===== config.mk =====
export PLATFORM = sky130hd
export DESIGN_NAME = rac_slave
export DESIGN_NICKNAME = d
export VERILOG_FILES = /design/src/rac_pkg.sv /design/src/rac_mem_if.sv /design/src/rac_regmem.sv /design/src/rac_slave.sv
export SDC_FILE = /design/constraint.sdc
export NUM_CORES = 2
export LEC_CHECK = 0
export BUFFER_PORTS_ARGS = -buffer_cell sky130_fd_sc_hd__buf_2
export CAP_MARGIN = 20
export CORE_MARGIN = 4
export CORE_UTILIZATION = 45
export DETAILED_ROUTE_END_ITERATION = 10
export GPL_TIMING_DRIVEN = 0
export PLACE_DENSITY = 0.67
export SLEW_MARGIN = 15
export SYNTH_ARGS = -nofsm -noshare
export SYNTH_HDL_FRONTEND = slang
export SYNTH_SLANG_ARGS = --single-unit

===== constraint.sdc =====
create_clock -name clk_sys -period 13.35 [get_ports clk_sys]
set_clock_uncertainty 0.15 [all_clocks]
set_input_delay 1.335 -clock clk_sys [delete_from_list [all_inputs] [get_ports clk_sys]]
set_output_delay 1.335 -clock clk_sys [all_outputs]
set_load 0.03 [all_outputs]

===== src/rac_pkg.sv =====
package rac_pkg;
   localparam logic [6:0] RAC_DEV_ADDR    = 7'h18;
   localparam logic [6:0] RAC_GCALL_ADDR  = 7'h00;
   localparam int         RAC_BYTE_BITS   = 8;
   localparam logic [2:0] RAC_LAST_BIT    = 3'h7;
   localparam logic [7:0] RAC_PAGE_REG    = 8'h00;
   localparam logic [7:0] RAC_PAGE_RESET  = 8'h00;
   localparam logic [7:0] RAC_PTR_RESET   = 8'h00;
   localparam logic [7:0] RAC_PTR_STEP    = 8'h01;
   localparam int         RAC_CLK_HZ      = 25000000;
   localparam int         RAC_FAST_HZ     = 400000;
   // shortest scl half period in system cycles, rounded down
   localparam int         RAC_HALF_CYC    = RAC_CLK_HZ / (2 * RAC_FAST_HZ);

   typedef enum logic [2:0] {
      RAC_IDLE,
      RAC_ADDR,
      RAC_ADDR_ACK,
      RAC_WR_BYTE,
      RAC_WR_ACK,
      RAC_RD_BYTE,
      RAC_RD_ACK
   } rac_state_t;

   function automatic logic [7:0] rac_next_ptr(input logic [7:0] p);
      rac_next_ptr = p + RAC_PTR_STEP;
   endfunction
endpackage


===== src/rac_mem_if.sv =====
`timescale 1ns/100ps
`default_nettype none
interface rac_mem_if;
   logic       wr_en;
   logic [7:0] wr_addr;
   logic [7:0] wr_data;
   logic [7:0] rd_addr;
   logic [7:0] rd_data;
   modport ctrl (output wr_en, output wr_addr, output wr_data,
                 output rd_addr, input rd_data);
   modport mem  (input wr_en, input wr_addr, input wr_data,
                 input rd_addr, output rd_data);
endinterface
`default_nettype wire


===== src/rac_regmem.sv =====
`timescale 1ns/100ps
`default_nettype none
module rac_regmem
   import rac_pkg::*;
(
   // clock
   input  wire logic clk_sys,
   input  wire logic clk_en,
   // port
   rac_mem_if.mem    mp
);
   logic [7:0] mem_q [0:255];
   logic [7:0] rd_q;

   always_ff @(posedge clk_sys) begin
      if (clk_en && mp.wr_en) begin
         mem_q[mp.wr_addr] <= mp.wr_data;
      end
   end

   // registered read port
   always_ff @(posedge clk_sys) begin
      if (clk_en) begin
         rd_q <= mem_q[mp.rd_addr];
      end
   end

   assign mp.rd_data = rd_q;
endmodule
`default_nettype wire


===== src/rac_slave.sv =====
// Behaviour
// - seven-bit addressing, up to 400 kHz clock
// - answer one fixed address and the general call address
// - slave only, never makes START/STOP
// - pins only pulled low or released
// - eight-bit units, each then one ack
// - sample data on clock rising edge
// - data edges during clock high: START/STOP
// - pull data low on accepted byte ack
// - high data in ack means not-ack
// - START while busy restarts address phase
// - general call address also acknowledged
// - write bytes auto-increment register pointer
// - acked read sends next register
// - registers eight bits, D7 is MSB
// - drive data on reads, acks on writes
// - idle until START, ignore data
`timescale 1ns/100ps
`default_nettype none
module rac_slave
   import rac_pkg::*;
(
   // clock and reset
   input  wire logic       clk_sys,
   input  wire logic       reset_n,
   input  wire logic       clk_en,
   // two-wire bus
   input  wire logic       scl_in,
   input  wire logic       sda_in,
   output logic            sda_out,
   output logic            sda_oe,
   output logic            scl_out,
   output logic            scl_oe,
   // status
   output logic            busy,
   output logic [7:0]      page_sel,
   output logic            gcall_seen
);
   rac_mem_if mif ();

   rac_regmem u_mem (
      .clk_sys (clk_sys),
      .clk_en  (clk_en),
      .mp      (mif.mem)
   );

   // two-flop synchronisers, then a third stage for edge detection
   logic [1:0] scl_sync_q;
   logic [1:0] sda_sync_q;
   logic       scl_prev_q;
   logic       sda_prev_q;

   always_ff @(posedge clk_sys) begin
      if (!reset_n) begin
         scl_sync_q <= 2'h3;
         sda_sync_q <= 2'h3;
         scl_prev_q <= 1'h1;
         sda_prev_q <= 1'h1;
      end else if (clk_en) begin
         scl_sync_q <= {scl_sync_q[0], scl_in};
         sda_sync_q <= {sda_sync_q[0], sda_in};
         scl_prev_q <= scl_sync_q[1];
         sda_prev_q <= sda_sync_q[1];
      end
   end

   logic scl_s;
   logic sda_s;
   logic scl_rise;
   logic scl_fall;
   logic start_det;
   logic stop_det;

   assign scl_s     = scl_sync_q[1];
   assign sda_s     = sda_sync_q[1];
   assign scl_rise  = scl_s && !scl_prev_q;
   assign scl_fall  = !scl_s && scl_prev_q;
   assign start_det = scl_s && scl_prev_q && sda_prev_q && !sda_s;
   assign stop_det  = scl_s && scl_prev_q && !sda_prev_q && sda_s;

   rac_state_t state_q;
   logic [2:0] bit_q;
   logic       full_q;
   logic [7:0] shift_q;
   logic       rw_q;
   logic       ptr_loaded_q;
   logic [7:0] ptr_q;
   logic [7:0] page_q;
   logic       ack_drive_q;
   logic       tx_drive_q;
   logic       mem_wr_q;
   logic [7:0] mem_wdata_q;
   logic [7:0] mem_waddr_q;
   logic       gcall_q;
   logic       busy_q;
   logic [7:0] tx_q;

   logic [7:0] rx_byte;
   logic       addr_hit;
   logic       gcall_hit;
   logic       byte_end;
   logic       count_en;
   assign rx_byte   = {shift_q[6:0], sda_s};
   assign addr_hit  = (shift_q[7:1] == RAC_DEV_ADDR);
   assign gcall_hit = (shift_q[7:1] == RAC_GCALL_ADDR);
   // eighth bit taken and its clock low again: ack slot opens
   assign byte_end  = scl_fall && full_q;
   // only byte phases count clocks; ack clocks stay out of the count
   assign count_en  = (state_q == RAC_ADDR) || (state_q == RAC_WR_BYTE) ||
                      (state_q == RAC_RD_BYTE);

   // main protocol sequencer; clock edges come only from the master
   always_ff @(posedge clk_sys) begin
      if (!reset_n) begin
         state_q      <= RAC_IDLE;
         bit_q        <= 3'h0;
         full_q       <= 1'h0;
         shift_q      <= 8'h00;
         rw_q         <= 1'h0;
         ptr_loaded_q <= 1'h0;
         busy_q       <= 1'h0;
         gcall_q      <= 1'h0;
      end else if (clk_en) begin
         if (start_det) begin
            state_q      <= RAC_ADDR;
            bit_q        <= 3'h0;
            full_q       <= 1'h0;
            busy_q       <= 1'h1;
            ptr_loaded_q <= 1'h0;
         end else if (stop_det) begin
            state_q <= RAC_IDLE;
            busy_q  <= 1'h0;
            full_q  <= 1'h0;
         end else begin
            if (count_en && scl_rise) begin
               bit_q  <= bit_q + 3'h1;
               full_q <= (bit_q == RAC_LAST_BIT);
            end else if (byte_end) begin
               full_q <= 1'h0;
            end
            unique case (state_q)
               RAC_IDLE: begin
                  bit_q <= 3'h0;
               end
               RAC_ADDR: begin
                  if (scl_rise) begin
                     shift_q <= rx_byte;
                  end
                  if (byte_end) begin
                     // address plus direction complete
                     if (addr_hit || gcall_hit) begin
                        state_q <= RAC_ADDR_ACK;
                        rw_q    <= shift_q[0] && addr_hit;
                        gcall_q <= gcall_hit;
                     end else begin
                        state_q <= RAC_IDLE;
                     end
                  end
               end
               RAC_ADDR_ACK: begin
                  if (scl_fall) begin
                     state_q <= rw_q ? RAC_RD_BYTE : RAC_WR_BYTE;
                     bit_q   <= 3'h0;
                  end
               end
               RAC_WR_BYTE: begin
                  if (scl_rise) begin
                     shift_q <= rx_byte;
                  end
                  if (byte_end) begin
                     state_q <= RAC_WR_ACK;
                  end
               end
               RAC_WR_ACK: begin
                  if (scl_rise) begin
                     ptr_loaded_q <= 1'h1;
                  end
                  if (scl_fall) begin
                     state_q <= RAC_WR_BYTE;
                     bit_q   <= 3'h0;
                  end
               end
               RAC_RD_BYTE: begin
                  if (byte_end) begin
                     state_q <= RAC_RD_ACK;
                  end
               end
               RAC_RD_ACK: begin
                  if (scl_rise) begin
                     // high data in ack ends the read
                     state_q <= sda_s ? RAC_IDLE : RAC_RD_BYTE;
                     bit_q   <= 3'h0;
                  end
               end
               // spare enum code: fall back to waiting for a start
               default: begin
                  state_q <= RAC_IDLE;
               end
            endcase
         end
      end
   end

   // pointer, page and register writes
   always_ff @(posedge clk_sys) begin
      if (!reset_n) begin
         ptr_q       <= RAC_PTR_RESET;
         page_q      <= RAC_PAGE_RESET;
         mem_wr_q    <= 1'h0;
         mem_waddr_q <= 8'h00;
         mem_wdata_q <= 8'h00;
      end else if (clk_en) begin
         mem_wr_q <= 1'h0;
         if (state_q == RAC_WR_ACK && scl_rise && !gcall_q) begin
            if (!ptr_loaded_q) begin
               ptr_q <= shift_q;
            end else begin
               if (ptr_q == RAC_PAGE_REG) begin
                  page_q <= shift_q;
               end else begin
                  mem_wr_q    <= 1'h1;
                  mem_waddr_q <= ptr_q;
                  mem_wdata_q <= shift_q;
               end
               ptr_q <= rac_next_ptr(ptr_q);
            end
         end else if (state_q == RAC_RD_ACK && scl_rise && !sda_s) begin
            ptr_q <= rac_next_ptr(ptr_q);
         end
      end
   end

   assign mif.wr_en   = mem_wr_q;
   assign mif.wr_addr = mem_waddr_q;
   assign mif.wr_data = mem_wdata_q;
   assign mif.rd_addr = ptr_q;

   // read shifter: load at byte start, shift msb first on falling edges
   logic rd_load;
   assign rd_load = (state_q == RAC_RD_BYTE) && bit_q == 3'h0 &&
                    !full_q && !scl_s;

   always_ff @(posedge clk_sys) begin
      if (!reset_n) begin
         tx_q <= 8'hff;
      end else if (clk_en) begin
         if (rd_load) begin
            tx_q <= (ptr_q == RAC_PAGE_REG) ? page_q : mif.rd_data;
         end else if (state_q == RAC_RD_BYTE && scl_fall) begin
            tx_q <= {tx_q[6:0], 1'h1};
         end
      end
   end

   // open-drain drive; only low is ever driven, data changes with scl low
   always_ff @(posedge clk_sys) begin
      if (!reset_n) begin
         ack_drive_q <= 1'h0;
         tx_drive_q  <= 1'h0;
      end else if (clk_en) begin
         ack_drive_q <= (state_q == RAC_ADDR_ACK ||
                         state_q == RAC_WR_ACK) && !start_det;
         // data moves while the clock is low; held through high while still in RAC_RD_BYTE, else released at once
         if (!scl_s) begin
            tx_drive_q <= (state_q == RAC_RD_BYTE) && !tx_q[7];
         end else if (state_q != RAC_RD_BYTE) begin
            tx_drive_q <= 1'h0;
         end
      end
   end

   always_ff @(posedge clk_sys) begin
      if (!reset_n) begin
         sda_oe     <= 1'h0;
         busy       <= 1'h0;
         page_sel   <= RAC_PAGE_RESET;
         gcall_seen <= 1'h0;
      end else if (clk_en) begin
         sda_oe     <= ack_drive_q || tx_drive_q;
         busy       <= busy_q;
         page_sel   <= page_q;
         gcall_seen <= gcall_q;
      end
   end

   // scl is never pulled and no bus condition is ever generated
   always_ff @(posedge clk_sys) begin
      if (!reset_n) begin
         sda_out <= 1'h0;
         scl_out <= 1'h0;
         scl_oe  <= 1'h0;
      end else begin
         sda_out <= 1'h0;
         scl_out <= 1'h0;
         scl_oe  <= 1'h0;
      end
   end
endmodule
`default_nettype wire


# Word-level counts from Yosys, hierarchy flattened
# Memories as Yosys holds them, arrays and structs flattened. A register that Yosys moved wholly into a read port is not among the register bits.
# Cells that the tools add are included.
dict set report totals {
  reg_bits 79
  latchBits 0
  ramBits 2048
  mem_bits_ro 0
  out_inout_bits 14
  elab_cells 147
  memories 1
}
dict set report op_classes {
  n_addsub 2
  n_mul 0
  n_div 0
  n_lt_le_gt_ge 0
  eq_ne 18
  shift 0
  mux 41
  n_bitwise 3
  reduce_logical 58
}
# memory words width read_ports rd_clocked_by_memory_dff wr line
set memory_table {}
lappend memory_table {u_mem.mem_q 256 8 1 1 1 rac_regmem.sv:12} ;# logic [7:0] mem_q [0:255];
# operator count
set ops {}
lappend ops {{2-to-1 mux 8 bit} 6}
lappend ops {{2-to-1 mux 3 bit} 15}
lappend ops {{inequality test 4 bit (second input constant)} 6}
lappend ops {{logical AND 1 bit} 21}
lappend ops {{one-hot mux 3 bit (7 select lines)} 1}
lappend ops {{2-to-1 mux 1 bit} 17}
lappend ops {{equality test 3 bit (second input constant)} 4}
lappend ops {{AND reduction 2 bit} 6}
lappend ops {{AND reduction 4 bit} 3}
lappend ops {{nonzero test 2 bit} 5}
lappend ops {{one-hot mux 3 bit (3 select lines)} 1}
lappend ops {{adder 8 x 1 -> 8 bit (second input constant)} 1}
lappend ops {{logical NOT 1 bit} 8}
lappend ops {{logical NOT 8 bit} 1}
lappend ops {{AND reduction 8 bit} 1}
lappend ops {{equality test 7 x 5 -> 1 bit (second input constant)} 1}
lappend ops {{logical NOT 7 bit} 1}
lappend ops {{equality test 3 x 2 -> 1 bit (second input constant)} 2}
lappend ops {{logical NOT 3 bit} 2}
lappend ops {{inequality test 3 bit (second input constant)} 2}
lappend ops {{AND reduction 6 bit} 1}
lappend ops {{logical OR 1 bit} 5}
lappend ops {{AND reduction 5 bit} 1}
lappend ops {{nonzero test 4 bit} 1}
lappend ops {{7 further kinds} 10}

# Depth between registers and ports, before layout
dict set report logic_depth {
  word_depth 9
  ltp_mapped 15
  mapped_depth_nobuf 7
}

# Cells and area by module
# A second synthesis with hierarchy kept.
dict set report unflattened {
  hier_cells 4222
  area_unflattened_um2 83881.7
}
# mod instances cells_each area_per_inst_um2
set by_module_without_submodules {}
lappend by_module_without_submodules {rac_regmem 1 3762 79945.4}
lappend by_module_without_submodules {rac_slave 1 460 3936.3}

# Least setup slack after synthesis
# Ideal clock, no wire load.
dict set report synth_timing {
  kind {register -> register}
  start {reg mem_wdata_q[0]}
  end {mem u_mem.mem_q[0][0] (data pin)}
  t_arrival_ns 3.397
  path_slack_ns 8.947
  stages_incl_launch_ff 1
  n_path_buf 0
  period_less_slack_ns 4.403
  cell_sequence {dfxtp_1}
}
# element line
set synth_rtl {}
lappend synth_rtl {{start, declared} rac_slave.sv:92} ;# logic [7:0] mem_wdata_q;
lappend synth_rtl {{start signal, assigned} rac_slave.sv:223} ;# mem_wdata_q <= shift_q;
lappend synth_rtl {{end, declared} rac_regmem.sv:12}
# No word-level cell before the write port.

==> impl_metrics.csv <==
group,metric,value,unit
sta,fmax,168,MHz
grt,groute.usage.overall,29.1,%
placement,gp_congestion,1.02,
logic_synthesis,ys_seq_area_share,75.7,%
floorplanning,fp.dieW,439,um
floorplanning,num_rows,157,
clock_network,cts_buffers,210,
placement,post_dp_cell_area,0.0881,mm^2
placement,io_buffers,14,
clock_network,path_clk_slew,0.06,ns
worst_setup_path,path_cells,"clkbuf_2 -> buf_4 -> buf_2 -> buf_2 -> buf_2 -> mux4_2 -> mux2i_1 -> nor2_1 -> a2111oi_0 -> nor3_1 -> o21ai_0 -> a22oi_1",
detailed_routing,vias,46611,
run_status,outcome,"complete, no violations",
logic_synthesis,synth-async-reset-ratio,0,%
grt,first_global_vias,43926,
clock_network,cts_buffer_depth,3,
worst_setup_path,required,13.73,ns
logic_synthesis,ys_types,74,
power,leakage,0.0347,uW
final_layout,final_util,51.8,%
worst_hold_path,hp-start,"busy_q",
clock_network,h-tree-depth,4,
grt,antenna_found_initial,17,
floorplanning,ioPinCount,19,
worst_setup_path,cp_slowest_cell,"a2111oi_0",
final_layout,final_layout_size_suffix_gt1_share,24.3,%
sta,layout_setup_ws,7.41,ns
floorplanning,fp.dieH,439,um
logic_synthesis,yosysWarnings,0,
sta,grt_setup_unrepaired,"false",
detailed_routing,routedWlPerCell,40.0,um
worst_setup_path,critical_path_class,"reg2reg",
sta,max_slew_margin,11.3,%
placement,pre_cts_ws,7.55,ns
sta,setup_tns,0,ns
detailed_routing,first_pass_iters,8,
grt,gr-total-overflow,0,
logic_synthesis,avgSynthCellArea,20.6,um^2
logic_synthesis,synth_edf_count,2056,
worst_setup_path,cp-end-kind,"register",
worst_hold_path,hold_path_class,"reg2reg",
logic_synthesis,ys.flop_type,"edfxtp_1",
final_layout,final_area,0.0952,mm^2
worst_setup_path,crit_arrival,6.32,ns
grt,grt_max_degree,89,
sta,slew_violations,0,
sta,period_share,44.5,%
worst_setup_path,critPathLaunch,"mif.rd_addr[1]",
worst_setup_path,crit_family,"buffers and inverters",
worst_setup_path,crit_buf_inv,5,
logic_synthesis,netlist_area,0.0836,mm^2
logic_synthesis,ys_ff_latch,2135,
detailed_routing,drt_iter0_drc,9025,
worst_setup_path,start_kind,"register",
clock_network,cts-resized-gates,0,
sta,setup_violations,0,
clock_network,cts-root-buf,"clkbuf_16",
floorplanning,start_util,45.5,%
logic_synthesis,postSynthCellCount,4063,
final_layout,nFillCells,14368,
worst_setup_path,critical-path-max-stage-delay,0.88,ns
sta,holdWs,0.320,ns
sta,tightest_slew,1.33,ns
final_layout,seq_area,0.0634,mm^2
placement,place_hpwl,187,mm
detailed_routing,ant_nets,0,
power,power_density,139,mW/mm^2
detailed_routing,drc,0,
clock_network,ctsHoldBuffers,0,
final_layout,syn_to_final_growth,13.9,%
worst_setup_path,rr_startpoint,"mif.rd_addr[1]",
worst_setup_path,crit_path_frequent_cell,"buf_2",
detailed_routing,routed_wl,281,mm
detailed_routing,vias_per_cell,6.64,
worst_setup_path,crit_fanout,10,
run,cap_violations,0,
clock_network,worstSkewPairLatency,0.87,ns
power,irDropWorstVdd,0.000110,V
clock_network,cts_sinks,2135,
grt,grt_pass1_wl,379,mm
final_layout,fin_nets,4374,
sta,finalHoldViolations,0,
final_layout,multi_input_area,0.0189,mm^2
sta,period_minus_slack,5.94,ns
floorplanning,die-area,0.193,mm^2
floorplanning,core_area,0.184,mm^2
clock_network,tritoncts,"done",
clock_network,cts_setup_buffers,0,
routing by layer:
metal | wire length, um | vias up | track usage (%) | part of all wire [%]
met4 | 21200 | 8 | 18.0 | 7.5
met2 | 122000 | 3943 | 41.4 | 43
met5 | 57 | - | 0 | 0.020
li1 | - | 17441 | - | -
met1 | 99400 | 24379 | 39.0 | 35
met3 | 38500 | 840 | 9.36 | 14
synth_stat cells (all sizes together), types with 8 or more instances:
| cell type | count | area [um^2] |
|---|---|---|
| nor3 | 8 | 40.0 |
| o22ai | 16 | 100 |
| mux2i | 190 | 1900 |
| o21ai | 47 | 235 |
| nand3 | 44 | 220 |
| nand2 | 115 | 432 |
| o211ai | 14 | 105 |
| nor2 | 329 | 1240 |
| edfxtp | 2056 | 61700 |
| nand4 | 13 | 81.3 |
| mux2 | 11 | 124 |
| o221ai | 14 | 123 |
| inv | 12 | 45.0 |
| a31oi | 8 | 50.1 |
| and2 | 11 | 68.8 |
| dfxtp | 79 | 1580 |
| clkbuf | 114 | 429 |
| mux4 | 527 | 11900 |
| nor2b | 57 | 357 |
| a221oi | 26 | 228 |
| buf | 135 | 915 |
| a21oi | 74 | 370 |
| a22oi | 46 | 345 |
| a21boi | 13 | 97.6 |
worst min-delay path, delay by kind of cell, from the launching register on:
family / cells / cell delay [ns]
flops: 1 / 0.31
compound gates: 1 / 0.06
simple gates: 1 / 0.05
logic make-up (layout without fill, tap and decap cells):
family,after synthesis,after routing,share of synthesized area [%]
flops,2135,2135,75.7
mux,728,728,16.6
simple gates,614,614,3.24
compound gates,315,315,2.59
buf+inv,262,744,1.67
fa+ha+maj,5,5,0.0748
xor+xnor,3,3,0.0314
other cells,1,13,0.00449
final cells by class:
type                            count  share of cell area, %
Timing Repair Buffer               87                   1.49
Clock buffer                      251                   5.72
Buffer                            249                   1.47
Multi-Input combinational cell   1668                   19.9
Clock inverter                    144                   1.62
Antenna cell                       10                 0.0263
Inverter                           13                 0.0512
Tap cell                         2464                   3.24
Sequential cell                  2135                   66.5
registers in the layout, summed over array words and instances, names as in the netlist, 2 cells and up:
register / count
u_mem.mem_q: 2048
scl_sync_q: 2
page_sel: 8
page_q: 8
mem_waddr_q: 8
mem_wdata_q: 8
tx_q: 8
sda_sync_q: 2
shift_q: 8
u_mem.mp.rd_data: 8
state_q: 3
bit_q: 3
mif.rd_addr: 8
cells in the final DEF, fill, tap and decap left out, drive strengths merged, types with 10 or more instances in the layout:
| cell type | count |
|---|---|
| o221ai | 14 |
| mux2 | 11 |
| a22oi | 46 |
| a21boi | 13 |
| mux4 | 527 |
| nand3 | 44 |
| bufinv | 23 |
| nand4 | 13 |
| dfxtp | 79 |
| a221oi | 26 |
| nand2 | 115 |
| buf | 222 |
| clkbuf | 365 |
| nor2b | 57 |
| and2 | 11 |
| a21oi | 74 |
| diode | 10 |
| edfxtp | 2056 |
| mux2i | 190 |
| inv | 22 |
| o22ai | 16 |
| o21ai | 47 |
| o211ai | 14 |
| clkinv | 104 |
| nor2 | 329 |
report_power, final:
part           total, uW  switching [uW]  internal, uW
combinational       19.5            13.0          6.51
clock               6040            2650          3380
sequential          7230           0.859          7230
total              13300            2670         10600
stage by stage:
| step | std cells | total power, uW |
|---|---|---|
| after floorplan | 4065 | 7380 |
| final | 7021 | 13300 |
| after detailed placement | 6600 | 7390 |
| after global routing | 7012 | 13600 |
| after global placement | 6543 | 7390 |
| after CTS | 6995 | 13300 |
worst paths after layout:
kind                         end  slack (ns)  cells after the start
max reg2reg  u_mem.mp.rd_data[5]        7.41                     12
max          u_mem.mp.rd_data[5]        7.41                     12
min reg2reg               busy_q        0.32                      2
min                       busy_q        0.32                      2
Power figures use the tool's default switching activity.
